$ cat src/include/lsip_pkg.sv
// Constants for the sample input port receive logic
// Overview of operation
// - Interface mode bit 0 clear selects word mode using all sixteen lines
// - Interface mode bit 0 set selects byte mode; upper eight lines ignored, lower eight when bit 5 is set
// - Word mode: in-phase after rising, quadrature after falling clock edge
// - Byte order is I high, I low, Q high, Q low; reassembled so
// - Frame rising edge marks the in-phase high byte; counter aligns to it
// - Single or repeating frame accepted; first captured rise aligns bytes
// - Config bit 7 picks offset binary or two's complement input samples
// - Config bit 6 picks how I and Q words group into pairs
// - Config bit 5 reverses bus bit order, line 15 becomes bit 0
// - Four delay settings from tap and trim register value pairs
// - Trim bit 3 enables the clock delay line, else it is bypassed
// - Samples are latched, reformatted, then written to the FIFO slot
package lsip_pkg;

    // ------------------------------------------------------------------
    // Register map
    // ------------------------------------------------------------------
    localparam int          ADDR_W        = 15;
    localparam logic [14:0] ADDR_CFG      = 15'h0026;
    localparam logic [14:0] ADDR_TAPS     = 15'h005E;
    localparam logic [14:0] ADDR_TRIM     = 15'h005F;
    localparam logic [14:0] ADDR_SETUP    = 15'h0079;
    localparam logic [7:0]  RST_CFG       = 8'h00;
    localparam logic [7:0]  RST_TAPS      = 8'h00;
    localparam logic [7:0]  RST_TRIM      = 8'h00;
    localparam logic [7:0]  RST_SETUP     = 8'h00;

    // ------------------------------------------------------------------
    // Field positions
    // ------------------------------------------------------------------
    localparam int          CFG_BYTE_BIT  = 0;
    localparam int          CFG_INV_BIT   = 5;
    localparam int          CFG_PAIR_BIT  = 6;
    localparam int          CFG_FMT_BIT   = 7;
    localparam int          TRIM_EN_BIT   = 3;

    // ------------------------------------------------------------------
    // Delay settings
    // ------------------------------------------------------------------
    localparam logic [7:0]  TAPS_SET0     = 8'h00;
    localparam logic [7:0]  TAPS_SET1     = 8'h07;
    localparam logic [7:0]  TAPS_SET2     = 8'h7F;
    localparam logic [7:0]  TAPS_SET3     = 8'hFF;
    localparam logic [2:0]  TRIM_SET012   = 3'h0;
    localparam logic [2:0]  TRIM_SET3     = 3'h5;

    // ------------------------------------------------------------------
    // Timing, in picoseconds and in clk_sys cycles
    // ------------------------------------------------------------------
    localparam int CLK_PS       = 8000;
    localparam int FIX_DLY_PS   = 1900;
    localparam int TAP_DLY_PS   = 300;
    localparam int FIX_DLY_CYC  = (FIX_DLY_PS + CLK_PS - 1) / CLK_PS;
    localparam int TAP_DLY_CYC  = (TAP_DLY_PS + CLK_PS - 1) / CLK_PS;
    localparam int DLY_MAX_CYC  = FIX_DLY_CYC + 3 * TAP_DLY_CYC;

    // ------------------------------------------------------------------
    // Byte sequence
    // ------------------------------------------------------------------
    typedef enum logic [1:0] {
        BYTE_I_HI,
        BYTE_I_LO,
        BYTE_Q_HI,
        BYTE_Q_LO
    } lsip_byte_t;

endpackage

$ cat src/verilog/lsip_fifo.sv
// Sample pair FIFO with valid/ready on both sides
`timescale 1ns/1ps
`default_nettype none
module lsip_fifo #(
    parameter int WIDTH = 32,
    parameter int DEPTH = 32
) (
    input  wire logic             clk_sys,
    input  wire logic             sys_rst,
    input  wire logic             in_valid,
    output logic                  in_ready,
    input  wire logic [WIDTH-1:0] in_data,
    output logic                  out_valid,
    input  wire logic             out_ready,
    output logic [WIDTH-1:0]      out_data
);
    localparam int AW = $clog2(DEPTH);

    generate
        if (DEPTH < 2 || (1 << AW) != DEPTH) begin : g_chk
            $error("lsip_fifo: DEPTH must be a power of two, at least 2");
        end
    endgenerate

    logic [WIDTH-1:0] mem [DEPTH];
    logic [AW:0]      wr_ptr_ff;
    logic [AW:0]      rd_ptr_ff;

    wire  do_wr = in_valid & in_ready;
    wire  do_rd = out_valid & out_ready;
    wire  empty = (wr_ptr_ff == rd_ptr_ff);
    wire  full  = (wr_ptr_ff[AW] != rd_ptr_ff[AW]) &&
                  (wr_ptr_ff[AW-1:0] == rd_ptr_ff[AW-1:0]);

    assign in_ready  = ~full;
    assign out_valid = ~empty;
    assign out_data  = mem[rd_ptr_ff[AW-1:0]];

    always_ff @(posedge clk_sys or posedge sys_rst) begin
        if (sys_rst) begin
            wr_ptr_ff <= '0;
            rd_ptr_ff <= '0;
        end else begin
            if (do_wr)
                wr_ptr_ff <= wr_ptr_ff + 1'b1;
            if (do_rd)
                rd_ptr_ff <= rd_ptr_ff + 1'b1;
        end
    end

    // Slot chosen by the write pointer
    always_ff @(posedge clk_sys) begin
        if (do_wr)
            mem[wr_ptr_ff[AW-1:0]] <= in_data;
    end

endmodule
`default_nettype wire

$ cat src/verilog/lsip_port.sv
// Receive side of the source-synchronous I/Q sample input port
`timescale 1ns/1ps
`default_nettype none
module lsip_port #(
    parameter int FIFO_DEPTH = 32
) (
    input  wire logic        clk_sys,
    input  wire logic        sys_rst,
    input  wire logic [15:0] sample_bus_lines,
    input  wire logic        frame_in,
    input  wire logic        forwarded_data_clock,
    input  wire logic [14:0] reg_addr,
    input  wire logic [7:0]  reg_wdata,
    input  wire logic        reg_wr,
    input  wire logic        reg_rd,
    output logic [7:0]       reg_rdata,
    output logic             out_valid,
    input  wire logic        out_ready,
    output logic [15:0]      out_i,
    output logic [15:0]      out_q,
    output logic             frame_aligned,
    output logic             pair_dropped,
    output logic [1:0]       delay_setting
);

    // ------------------------------------------------------------------
    // Helpers
    // ------------------------------------------------------------------
    function automatic logic [15:0] rev16(input logic [15:0] d);
        logic [15:0] r;
        r = '0;
        for (int k = 0; k < 16; k++) begin
            r[k] = d[15-k];
        end
        return r;
    endfunction

    // Internal samples are two's complement; offset binary flips the MSB
    function automatic logic [15:0] to_twos(input logic [15:0] d,
                                            input logic        offs);
        return {d[15] ^ offs, d[14:0]};
    endfunction

    // ------------------------------------------------------------------
    // Registers
    // ------------------------------------------------------------------
    logic [7:0] cfg_ff;
    logic [7:0] taps_ff;
    logic [7:0] trim_ff;
    logic [7:0] setup_ff;
    logic [7:0] rdata_ff;

    wire hit_cfg   = (reg_addr == lsip_pkg::ADDR_CFG);
    wire hit_taps  = (reg_addr == lsip_pkg::ADDR_TAPS);
    wire hit_trim  = (reg_addr == lsip_pkg::ADDR_TRIM);
    wire hit_setup = (reg_addr == lsip_pkg::ADDR_SETUP);

    logic [7:0] nxt_rdata;
    assign nxt_rdata = hit_cfg   ? cfg_ff   :
                       hit_taps  ? taps_ff  :
                       hit_trim  ? trim_ff  :
                       hit_setup ? setup_ff : 8'h00;

    always_ff @(posedge clk_sys or posedge sys_rst) begin
        if (sys_rst) begin
            cfg_ff   <= lsip_pkg::RST_CFG;
            taps_ff  <= lsip_pkg::RST_TAPS;
            trim_ff  <= lsip_pkg::RST_TRIM;
            setup_ff <= lsip_pkg::RST_SETUP;
            rdata_ff <= 8'h00;
        end else begin
            if (reg_wr && hit_cfg)
                cfg_ff <= reg_wdata;
            if (reg_wr && hit_taps)
                taps_ff <= reg_wdata;
            if (reg_wr && hit_trim)
                trim_ff <= reg_wdata;
            if (reg_wr && hit_setup)
                setup_ff <= reg_wdata;
            if (reg_rd)
                rdata_ff <= nxt_rdata;
        end
    end

    assign reg_rdata = rdata_ff;

    wire byte_mode = cfg_ff[lsip_pkg::CFG_BYTE_BIT];
    wire bus_inv   = cfg_ff[lsip_pkg::CFG_INV_BIT];
    wire pair_late = cfg_ff[lsip_pkg::CFG_PAIR_BIT];
    wire fmt_offs  = cfg_ff[lsip_pkg::CFG_FMT_BIT];
    wire dly_en    = trim_ff[lsip_pkg::TRIM_EN_BIT];

    // ------------------------------------------------------------------
    // Delay setting decode
    // ------------------------------------------------------------------
    // Unlisted tap/trim pairs fall back to setting 0
    wire [2:0] trim_lo = trim_ff[2:0];
    wire set3 = (taps_ff == lsip_pkg::TAPS_SET3) &&
                (trim_lo == lsip_pkg::TRIM_SET3);
    wire set2 = (taps_ff == lsip_pkg::TAPS_SET2) &&
                (trim_lo == lsip_pkg::TRIM_SET012);
    wire set1 = (taps_ff == lsip_pkg::TAPS_SET1) &&
                (trim_lo == lsip_pkg::TRIM_SET012);
    wire [1:0] dly_sel = set3 ? 2'h3 : set2 ? 2'h2 :
                         set1 ? 2'h1 : 2'h0;

    assign delay_setting = dly_sel;

    // ------------------------------------------------------------------
    // Pin synchronisers
    // ------------------------------------------------------------------
    logic [15:0] bus_s1_ff;
    logic [15:0] bus_s2_ff;
    logic        frm_s1_ff;
    logic        frm_s2_ff;
    logic        clk_s1_ff;
    logic        clk_s2_ff;

    always_ff @(posedge clk_sys or posedge sys_rst) begin
        if (sys_rst) begin
            bus_s1_ff <= 16'h0000;
            bus_s2_ff <= 16'h0000;
            frm_s1_ff <= 1'b0;
            frm_s2_ff <= 1'b0;
            clk_s1_ff <= 1'b0;
            clk_s2_ff <= 1'b0;
        end else begin
            bus_s1_ff <= sample_bus_lines;
            bus_s2_ff <= bus_s1_ff;
            frm_s1_ff <= frame_in;
            frm_s2_ff <= frm_s1_ff;
            clk_s1_ff <= forwarded_data_clock;
            clk_s2_ff <= clk_s1_ff;
        end
    end

    // ------------------------------------------------------------------
    // Clock delay line
    // ------------------------------------------------------------------
    // Only the sampled clock is delayed, moving the sample point later
    // against the data, as the analog line would.
    localparam int DLY_N = lsip_pkg::DLY_MAX_CYC;
    logic [DLY_N:1] clk_hist_ff;

    always_ff @(posedge clk_sys or posedge sys_rst) begin
        if (sys_rst)
            clk_hist_ff <= '0;
        else
            clk_hist_ff <= {clk_hist_ff[DLY_N-1:1], clk_s2_ff};
    end

    int dly_idx;
    assign dly_idx = lsip_pkg::FIX_DLY_CYC +
                     int'(dly_sel) * lsip_pkg::TAP_DLY_CYC;

    wire clk_view = dly_en ? clk_hist_ff[dly_idx] : clk_s2_ff;

    logic clk_prev_ff;
    always_ff @(posedge clk_sys or posedge sys_rst) begin
        if (sys_rst)
            clk_prev_ff <= 1'b0;
        else
            clk_prev_ff <= clk_view;
    end

    wire edge_rise = clk_view & ~clk_prev_ff;
    wire edge_fall = ~clk_view & clk_prev_ff;
    wire edge_any  = edge_rise | edge_fall;

    // ------------------------------------------------------------------
    // Capture of the bus at each clock edge
    // ------------------------------------------------------------------
    wire [15:0] bus_ord = bus_inv ? rev16(bus_s2_ff) : bus_s2_ff;
    wire [7:0]  bus_byte = bus_ord[7:0];

    // Frame level seen at the previous clock edge
    logic frm_last_ff;
    wire  frm_rise = edge_any & frm_s2_ff & ~frm_last_ff;

    always_ff @(posedge clk_sys or posedge sys_rst) begin
        if (sys_rst)
            frm_last_ff <= 1'b0;
        else if (edge_any)
            frm_last_ff <= frm_s2_ff;
    end

    // ------------------------------------------------------------------
    // Byte sequencer
    // ------------------------------------------------------------------
    lsip_pkg::lsip_byte_t byte_ff;
    lsip_pkg::lsip_byte_t nxt_byte;
    lsip_pkg::lsip_byte_t cur_byte;
    logic                 aligned_ff;

    // A frame rise names the byte on the bus as the in-phase high byte
    assign cur_byte = frm_rise ? lsip_pkg::BYTE_I_HI : byte_ff;

    always_comb begin
        unique case (cur_byte)
            lsip_pkg::BYTE_I_HI: nxt_byte = lsip_pkg::BYTE_I_LO;
            lsip_pkg::BYTE_I_LO: nxt_byte = lsip_pkg::BYTE_Q_HI;
            lsip_pkg::BYTE_Q_HI: nxt_byte = lsip_pkg::BYTE_Q_LO;
            lsip_pkg::BYTE_Q_LO: nxt_byte = lsip_pkg::BYTE_I_HI;
        endcase
    end

    wire byte_ok = byte_mode & edge_any & (aligned_ff | frm_rise);

    always_ff @(posedge clk_sys or posedge sys_rst) begin
        if (sys_rst) begin
            byte_ff    <= lsip_pkg::BYTE_I_HI;
            aligned_ff <= 1'b0;
        end else if (!byte_mode) begin
            aligned_ff <= 1'b0;
        end else if (edge_any) begin
            if (frm_rise)
                aligned_ff <= 1'b1;
            byte_ff <= nxt_byte;
        end
    end

    assign frame_aligned = aligned_ff;

    // ------------------------------------------------------------------
    // Word assembly
    // ------------------------------------------------------------------
    logic [7:0]  i_hi_ff;
    logic [7:0]  q_hi_ff;
    logic [15:0] i_word_ff;
    logic [15:0] q_word_ff;
    logic        q_seen_ff;

    wire b_ih = byte_ok && (cur_byte == lsip_pkg::BYTE_I_HI);
    wire b_il = byte_ok && (cur_byte == lsip_pkg::BYTE_I_LO);
    wire b_qh = byte_ok && (cur_byte == lsip_pkg::BYTE_Q_HI);
    wire b_ql = byte_ok && (cur_byte == lsip_pkg::BYTE_Q_LO);

    wire w_i = ~byte_mode & edge_rise;
    wire w_q = ~byte_mode & edge_fall;

    wire i_done = w_i | b_il;
    wire q_done = w_q | b_ql;

    wire [15:0] i_new = byte_mode ? {i_hi_ff, bus_byte} : bus_ord;
    wire [15:0] q_new = byte_mode ? {q_hi_ff, bus_byte} : bus_ord;

    always_ff @(posedge clk_sys or posedge sys_rst) begin
        if (sys_rst) begin
            i_hi_ff   <= 8'h00;
            q_hi_ff   <= 8'h00;
            i_word_ff <= 16'h0000;
            q_word_ff <= 16'h0000;
            q_seen_ff <= 1'b0;
        end else begin
            if (b_ih)
                i_hi_ff <= bus_byte;
            if (b_qh)
                q_hi_ff <= bus_byte;
            if (i_done)
                i_word_ff <= i_new;
            if (q_done) begin
                q_word_ff <= q_new;
                q_seen_ff <= 1'b1;
            end
        end
    end

    // ------------------------------------------------------------------
    // Pairing and formatting
    // ------------------------------------------------------------------
    // Default: a pair closes on the quadrature word with the last I.
    // Late pairing: closes on the I word with the previous Q word.
    wire emit_early = ~pair_late & q_done;
    wire emit_late  = pair_late & i_done & q_seen_ff;
    wire emit       = emit_early | emit_late;

    wire [15:0] pair_i_raw = emit_late  ? i_new : i_word_ff;
    wire [15:0] pair_q_raw = emit_early ? q_new : q_word_ff;

    logic [15:0] pair_i_ff;
    logic [15:0] pair_q_ff;
    logic        pend_ff;
    logic        drop_ff;
    logic        fifo_ready;

    // A pair waiting on a full FIFO holds; a newer pair is then lost,
    // since the link itself cannot be stalled.
    wire load = emit & (~pend_ff | fifo_ready);
    wire lost = emit & pend_ff & ~fifo_ready;

    always_ff @(posedge clk_sys or posedge sys_rst) begin
        if (sys_rst) begin
            pair_i_ff <= 16'h0000;
            pair_q_ff <= 16'h0000;
            pend_ff   <= 1'b0;
            drop_ff   <= 1'b0;
        end else begin
            if (load) begin
                pair_i_ff <= to_twos(pair_i_raw, fmt_offs);
                pair_q_ff <= to_twos(pair_q_raw, fmt_offs);
            end
            if (load)
                pend_ff <= 1'b1;
            else if (fifo_ready)
                pend_ff <= 1'b0;
            if (lost)
                drop_ff <= 1'b1;
        end
    end

    assign pair_dropped = drop_ff;

    // ------------------------------------------------------------------
    // Buffer toward the converter side
    // ------------------------------------------------------------------
    logic [31:0] fifo_out;

    lsip_fifo #(
        .WIDTH (32),
        .DEPTH (FIFO_DEPTH)
    ) u_fifo (
        .clk_sys   (clk_sys),
        .sys_rst   (sys_rst),
        .in_valid  (pend_ff),
        .in_ready  (fifo_ready),
        .in_data   ({pair_i_ff, pair_q_ff}),
        .out_valid (out_valid),
        .out_ready (out_ready),
        .out_data  (fifo_out)
    );

    assign out_i = fifo_out[31:16];
    assign out_q = fifo_out[15:0];

endmodule
`default_nettype wire

$ cat config.mk
export PLATFORM = sky130hd
export DESIGN_NAME = lsip_port
export DESIGN_NICKNAME = d
export VERILOG_FILES = /design/src/include/lsip_pkg.sv /design/src/verilog/lsip_fifo.sv /design/src/verilog/lsip_port.sv
export SDC_FILE = /design/constraint.sdc
export NUM_CORES = 1
export LEC_CHECK = 0
export BUFFER_PORTS_ARGS = -buffer_cell sky130_fd_sc_hd__buf_2
export CORE_UTILIZATION = 50
export DETAILED_ROUTE_END_ITERATION = 12
export PLACE_DENSITY = 0.68
export SETUP_SLACK_MARGIN = 0.02
export SLEW_MARGIN = 20
export SYNTH_ARGS = -nofsm -noshare
export SYNTH_HDL_FRONTEND = slang
export SYNTH_SLANG_ARGS = --single-unit
$ cat constraint.sdc
create_clock -name clk_sys -period 9.4 [get_ports clk_sys]
set_input_delay 0.94 -clock clk_sys [delete_from_list [all_inputs] [get_ports clk_sys]]
set_output_delay 0.94 -clock clk_sys [all_outputs]
set_load 0.01 [all_outputs]
# After elaboration in Yosys (flattened, before gate mapping)
# Memory sizes are Yosys's and may differ from the RTL's.
# Cells that the tools add are included.
[op_classes] n_bitwise=32 n_mul=0 shift=0 n_div=0 n_reduce_logical=16 magnitude_cmp=1 eq_ne=17 n_addsub=3 n_mux=25
[op_table] cell="two-way mux 16 bit" count=5
[op_table] cell="equality test 15 x 7 -> 1 bit (second input constant)" count=3
[op_table] cell="two-way mux 8 bit" count=4
[op_table] cell="AND 1 bit" count=16
[op_table] cell="equality test 15 x 6 -> 1 bit (second input constant)" count=1
[op_table] cell="adder 6 x 1 -> 6 bit (second input constant)" count=2
[op_table] cell="logical AND 1 bit" count=12
[op_table] cell="two-way mux 1 bit" count=11
[op_table] cell="equality test 8 x 3 -> 1 bit (second input constant)" count=1
[op_table] cell="equality test 8 x 7 -> 1 bit (second input constant)" count=1
[op_table] cell="equality test 8 bit (second input constant)" count=1
[op_table] cell="inverter 1 bit" count=8
[op_table] cell="one-hot mux 2 bit (4 select lines)" count=1
[op_table] cell="equality test 6 bit" count=1
[op_table] cell="two-way mux 2 bit" count=3
[op_table] cell="bitwise OR 1 bit" count=6
[op_table] cell="equality test 5 bit" count=1
[op_table] cell="equality test 2 bit (second input constant)" count=2
[op_table] cell="less-than comparator 3 x 4 -> 1 bit (second input constant)" count=1
[op_table] cell="!= test 2 x 1 -> 1 bit (second input constant)" count=2
[op_table] cell="AND reduction 2 bit" count=2
[op_table] cell="adder 1 x 2 -> 3 bit (first input constant)" count=1
[op_table] cell="binary-select mux 1 bit (select 3 bit)" count=1
[op_table] cell="equality test 3 bit (second input constant)" count=1
[op_table] cell="other kinds (6)" count=7
[totals] mem_bits_rw=1024 latchBits=0 memories=1 ff_bits=180 in_bits=46 rom_bits=0
[mem_list] name="u_fifo.mem" depth=32 width=32 read_ports=1 rd_ports_with_merged_regs=0 wr=1 line="lsip_fifo.sv:25" rtl="logic [WIDTH-1:0] mem [DEPTH];"

# Logic depth before layout (Yosys ltp)
[depth] ltp_word=24 depth_mapped=19 mapped_depth_nobuf=17

# By module
# A second synthesis with hierarchy kept.
[hier_totals] hier_cells=2790 area_unflattened_um2=47396.7
[modules_own_cells] mod="lsip_fifo" area_per_inst_um2=40279.9 n_inst=1 cells_per_inst=2226
[modules_own_cells] mod="lsip_port" area_per_inst_um2=7116.8 n_inst=1 cells_per_inst=564

# Worst setup path before layout
# OpenSTA, ideal clock, no wires.
[synth_timing] kind="register to register" start="register taps_ff[3]" end="register pair_i_ff[0]" required_ns=9.320 n_path_buf=2 period_less_slack_ns=3.882 slack_ns=5.518 setup_ns=0.080 arrival_ns=3.803 path_stages_with_launch=20 cell_sequence="dfrtp_1 -> or4_1 -> a211oi_1 -> a2bb2oi_1 -> mux2i_1 -> a21oi_1 -> ha_1 -> inv_1 -> nand2_1 -> or2_2 -> nand2_1 -> inv_1 -> ha_1 -> nor2b_1 -> o2111ai_1 -> and2_1 -> clkbuf_1 -> clkbuf_1 -> o22ai_1 -> a2bb2oi_1"
[synth_between] elab_chain_len=23 word_cells_on_any_way=38 classes_between="1 x add/sub; 5 x eq/ne; 9 x mux; 18 x bitwise; 5 x reduce/logical"
[synth_lines] item="start: declaration" line="lsip_port.sv:48" rtl="logic [7:0] taps_ff;"
[synth_lines] item="start signal: assignment" line="lsip_port.sv:67" rtl="taps_ff <= lsip_pkg::RST_TAPS;"
[synth_lines] item="start signal: assignment" line="lsip_port.sv:75" rtl="taps_ff <= reg_wdata;"
[synth_lines] item="equality test 8 x 3 -> 1 bit" line="lsip_port.sv:102" rtl="wire set1 = (taps_ff == lsip_pkg::TAPS_SET1) &&"
[synth_lines] item="logical AND 1 bit" line="lsip_port.sv:102"
[synth_lines] item="two-way mux 1 bit" line="lsip_port.sv:105" rtl="set1 ? 2'h1 : 2'h0;"
[synth_lines] item="two-way mux 2 bit" line="lsip_port.sv:104" rtl="wire [1:0] dly_sel = set3 ? 2'h3 : set2 ? 2'h2 :"
[synth_lines] item="two-way mux 2 bit (*)" line="lsip_port.sv:104"
[synth_lines] item="adder 1 x 2 -> 3 bit (*)" line="lsip_port.sv:153" rtl="assign dly_idx = lsip_pkg::FIX_DLY_CYC +"
[synth_lines] item="binary-select mux 1 bit (select 3 bit) (*)" line="lsip_port.sv:156" rtl="wire clk_view = dly_en ? clk_hist_ff[dly_idx] : clk_s2_ff;"
[synth_lines] item="two-way mux 1 bit (implied by the code) (*) (2 in a row)" line="lsip_port.sv:156"
[synth_lines] item="[1 not listed]"
[synth_lines] item="via clk_view" line="lsip_port.sv:156"
[synth_lines] item="[3 not listed]"
[synth_lines] item="AND 1 bit (2 in a row)" line="lsip_port.sv:178" rtl="wire frm_rise = edge_any & frm_s2_ff & ~frm_last_ff;"
[synth_lines] item="two-way mux 2 bit or bitwise OR 1 bit (tied branches)" line="lsip_port.sv:196, lsip_port.sv:207"
[synth_lines] item="equality test 2 x 1 -> 1 bit or AND 1 bit (tied branches)" line="lsip_port.sv:234, lsip_port.sv:207"
[synth_lines] item="logical AND 1 bit" line="lsip_port.sv:234" rtl="wire b_il = byte_ok && (cur_byte == lsip_pkg::BYTE_I_LO);"
[synth_lines] item="bitwise OR 1 bit" line="lsip_port.sv:241" rtl="wire i_done = w_i | b_il;"
[synth_lines] item="AND 1 bit (2 in a row)" line="lsip_port.sv:274" rtl="wire emit_late = pair_late & i_done & q_seen_ff;"
[synth_lines] item="bitwise OR 1 bit" line="lsip_port.sv:275" rtl="wire emit = emit_early | emit_late;"
[synth_lines] item="AND 1 bit" line="lsip_port.sv:288" rtl="wire load = emit & (~pend_ff | fifo_ready);"
[synth_lines] item="end signal: assignment" line="lsip_port.sv:299" rtl="pair_i_ff <= to_twos(pair_i_raw, fmt_offs);"
[synth_lines] item="end: declaration" line="lsip_port.sv:280" rtl="logic [15:0] pair_i_ff;"
# Mark *: on every way through the listed nets, which the timed path passes. The rest lies on a longest branch. The select of a mux whose other input is x is not followed.
# A chain may end at the register's enable or synchronous reset.

# Final worst setup path
[layout_timing] start="register u_fifo.rd_ptr_ff[1]" end="output out_i[4]"
[layout_between] elab_chain_len=1
[layout_lines] item="start: declaration" line="lsip_fifo.sv:27" rtl="logic [AW:0] rd_ptr_ff;"
[layout_lines] item="start signal: assignment" line="lsip_fifo.sv:47" rtl="rd_ptr_ff <= rd_ptr_ff + 1'b1;"
[layout_lines] item="memory read (32 x 32 bit)"
[layout_lines] item="end: declaration" line="lsip_port.sv:19" rtl="output logic [15:0] out_i,"
# No other way between the ends.

==> results.py <==
metrics = {
    "cts": {
        "cts_buffers": 117,
        "h-tree-depth": 3,
        "cts_hold_buffers": 0,
        "ctsResizeCount": 0,
        "cts_buffer_depth": 3,
        "cts_tree": "done",
        "clock-sinks": 1204,
        "clk_pin_slew_worst_paths_ns": 0.06,
        "cts_setup_buffers": 0,
        "cts_root_buf": "clkbuf_16",
        "clk_latency_ns": 0.70,
    },
    "worst_setup_path": {
        "start_kind": "flip-flop",
        "end_kind": "primary output",
        "path_class": "reg -> out",
        "cp.required_ns": 8.46,
        "critical_path_arrival_ns": 4.37,
        "worstPathMaxFanout": 75,
    },
    "floorplanning": {
        "die_w_um": 307,
        "num_rows": 111,
        "dieArea_um2": 94500,
        "ioPinCount": 91,
        "die_y_um": 307,
        "core-area_um2": 92100,
        "start_util_pct": 50.6,
    },
    "placement": {
        "io_buffers": 90,
        "hpwl_mm": 57.7,
        "gp_congestion": 0.772,
        "dpl_cell_area_um2": 48700,
    },
    "timing": {
        "max_clock_freq_mhz": 188,
        "finalMaxSlewViolations": 0,
        "grt_setup_unrepaired": "no",
        "fin_crit_sh_pct": 56.5,
        "fin_skew_ns": 0.0318,
        "worst_pin_slew_ns": 1.12,
        "maxSlewHeadroom_pct": 25.1,
        "min_period_ns": 5.31,
        "final-hold-violation-count": 0,
        "setup_viol_count_final": 0,
        "final.setup.tns_ns": 0,
    },
    "yosys": {
        "synthesis.nets": 2273,
        "synthFlopType": "edfxtp_1",
        "synth-xor-area-share_pct": 0.357,
        "ys_seq_elements": 1204,
        "synth-seq-area-share_pct": 75.6,
        "synth_edf_count": 1024,
        "synthAdderAreaFrac_pct": 0.295,
        "synthTopCellsByArea": "edfxtp_1, mux4_2, dfrtp_1",
        "syn_area_per_cell_um2": 21.0,
        "async_flop_share_pct": 15.0,
        "synthMuxAreaShare_pct": 17.3,
        "synth_compound_gate_area_share_pct": 2.72,
        "netlist_area_um2": 46600,
        "synth_top_family_by_area": "multiplexers",
        "synth_top_area_cell": "edfxtp_1",
        "ys.warnings.count": 0,
        "synth-simple-area-share_pct": 1.98,
        "synth_cells": 2216,
        "synth_top_area_share_pct": 65.9,
        "synth.distinct_cells": 59,
    },
    "power_and_ir_drop": {
        "p_leak_nw": 17.4,
        "power_per_cell_area_nw_per_um2": 299,
        "ir_worst_vdd_mv": 0.204,
    },
    "run": {
        "drv_cap": 0,
    },
    "route": {
        "vias": 22700,
        "avgViaCountPerCell": 6.14,
        "post_drt_wl_per_cell_um": 28.9,
        "finalWirelength_mm": 107,
        "dr.pass1.iters": 5,
        "antenna_left": 0,
        "route.detailed.drc": 0,
        "drt_iter0_markers": 2833,
    },
    "worst_hold_path": {
        "hold_path.class": "reg -> reg",
    },
    "global_routing": {
        "grt_overflow": 0,
        "grt_max_degree": 119,
        "grt_first_pass_wirelength_mm": 156,
        "antenna_found_initial": 3,
        "grt_pass1_vias": 23400,
        "grt_usage_pct": 23.0,
    },
    "run_status": {
        "status": "complete, no violations",
    },
    "finish": {
        "area_delta_synth_final_pct": 12.6,
        "final_nets": 2410,
        "post_route_cells_drive_above_1_share_pct": 29.8,
        "fill_cells": 6712,
        "n_antenna_cell": 0,
        "fin_area_um2": 52500,
    },
}
critical path, cell delays in order, from the launching register on:
cell and delay [ns]:
dfrtp_4 1.13, buf_4 0.99, mux4_2 0.44, mux4_2 0.50
nand2_1 0.09, o21ai_1 0.18, buf_2 0.24
placed cells by master, fill, tap and decap left out, types with 12 or more instances in the layout:
cell       instances
dfrtp_1          160
o21ai_0           44
nor2_4            32
inv_1             76
buf_4             39
xnor2_1           12
buf_2             90
clkinv_1          27
a21oi_1           40
clkbuf_1          31
o21ai_1           32
a2bb2oi_1         16
nand2_1           65
dfrtp_2           16
edfxtp_1        1024
mux2i_1           29
clkinv_2          19
clkbuf_16        120
mux4_2           320
nor2_1            29
mux2_2            39
o22ai_1           24
synth_stat cells, types with 8 or more instances:
cell type / count
edfxtp_1: 1024
mux4_2: 320
dfrtp_1: 180
inv_1: 77
nand2_1: 65
nor2_1: 61
clkbuf_1: 49
o21ai_0: 44
a21oi_1: 40
buf_2: 39
mux2_2: 39
o21ai_1: 32
mux2i_1: 29
o22ai_1: 24
buf_1: 19
a2bb2oi_1: 16
xnor2_1: 12
a21o_1: 11
ha_1: 11
a211oi_1: 9
nor2b_1: 9
o31ai_1: 9
a222oi_1: 8
mux2_4: 8
nand3_1: 8
nand4_1: 8
per-stage QoR:
stage               std cells  setup WS [ns]  total power [mW]  utilization [%]  hold slack [ns]
floorplan                2216           3.57              9.90                -            0.331
global placement         3477           4.76              11.2             52.9            0.332
detailed placement       3477           4.74              11.3             52.9            0.335
CTS                      3697           3.99              15.8             57.0            0.315
global route             3697           3.84              16.3             57.0            0.330
finish                   3697           4.09              15.7             57.0            0.343
path summary, 6_finish.rpt:
kind | depth (start not counted) | slack, ns | end | startpoint
setup reg to reg | 17 | 4.72 | pair_q_ff[15] | taps_ff[3]
min in group asynchronous | 2 | 0.37 | setup_ff[7] | sys_rst
hold reg to reg | 0 | 0.34 | bus_s2_ff[15] | bus_s1_ff[15]
max in group asynchronous | 3 | 7.45 | u_fifo.rd_ptr_ff[3] | sys_rst
setup / recovery | 6 | 4.09 | out_i[4] | u_fifo.rd_ptr_ff[1]
hold / removal | 0 | 0.34 | bus_s2_ff[15] | bus_s1_ff[15]
cell type report:
cell class                      instances  area [µm²]  share of cell area, %
Clock buffer                          154        3150                   6.01
Inverter                               78         300                  0.572
Multi-Input combinational cell        820       10800                   20.6
Sequential cell                      1204       35300                   67.2
Tap cell                             1243        1560                   2.96
Clock inverter                         66         616                   1.17
Timing Repair Buffer                  132         803                   1.53
sequential cells by signal (all words and copies together) (netlist names), 2 cells and up:
| register | cells |
|---|---|
| q_hi_ff | 8 |
| reg_rdata | 8 |
| bus_s1_ff | 16 |
| u_fifo.wr_ptr_ff | 6 |
| byte_ff | 2 |
| q_word_ff | 16 |
| u_fifo.mem | 1024 |
| u_fifo.rd_ptr_ff | 6 |
| taps_ff | 8 |
| trim_ff | 8 |
| i_hi_ff | 8 |
| bus_s2_ff | 16 |
| i_word_ff | 16 |
| cfg_ff | 8 |
| pair_q_ff | 16 |
| clk_hist_ff | 4 |
| pair_i_ff | 16 |
| setup_ff | 8 |
metal layers:
metal	track usage, %	vias to the layer above	share of wire (%)
met1	34.3	12200	42
met3	3.34	138	8.4
met2	36.3	1013	48
met5	0	-	0
li1	-	9366	-
met4	5.19	0	1.7
kinds of logic (layout without fill, tap and decap cells):
kind of cell    Yosys count  count (layout)
fa+ha+maj                11              11
xor+xnor                 19              19
compound gates          204             204
buf+inv                 192             430
simple gates            190             190
flops                  1204            1204
mux                     396             396
power breakdown:
group | switching (mW) | internal (mW)
clock | 1.94 | 2.66
combinational | 1.73 | 1.80
sequential | 0.941 | 6.66
total | 4.61 | 11.1
Power figures use the tool's default switching activity.
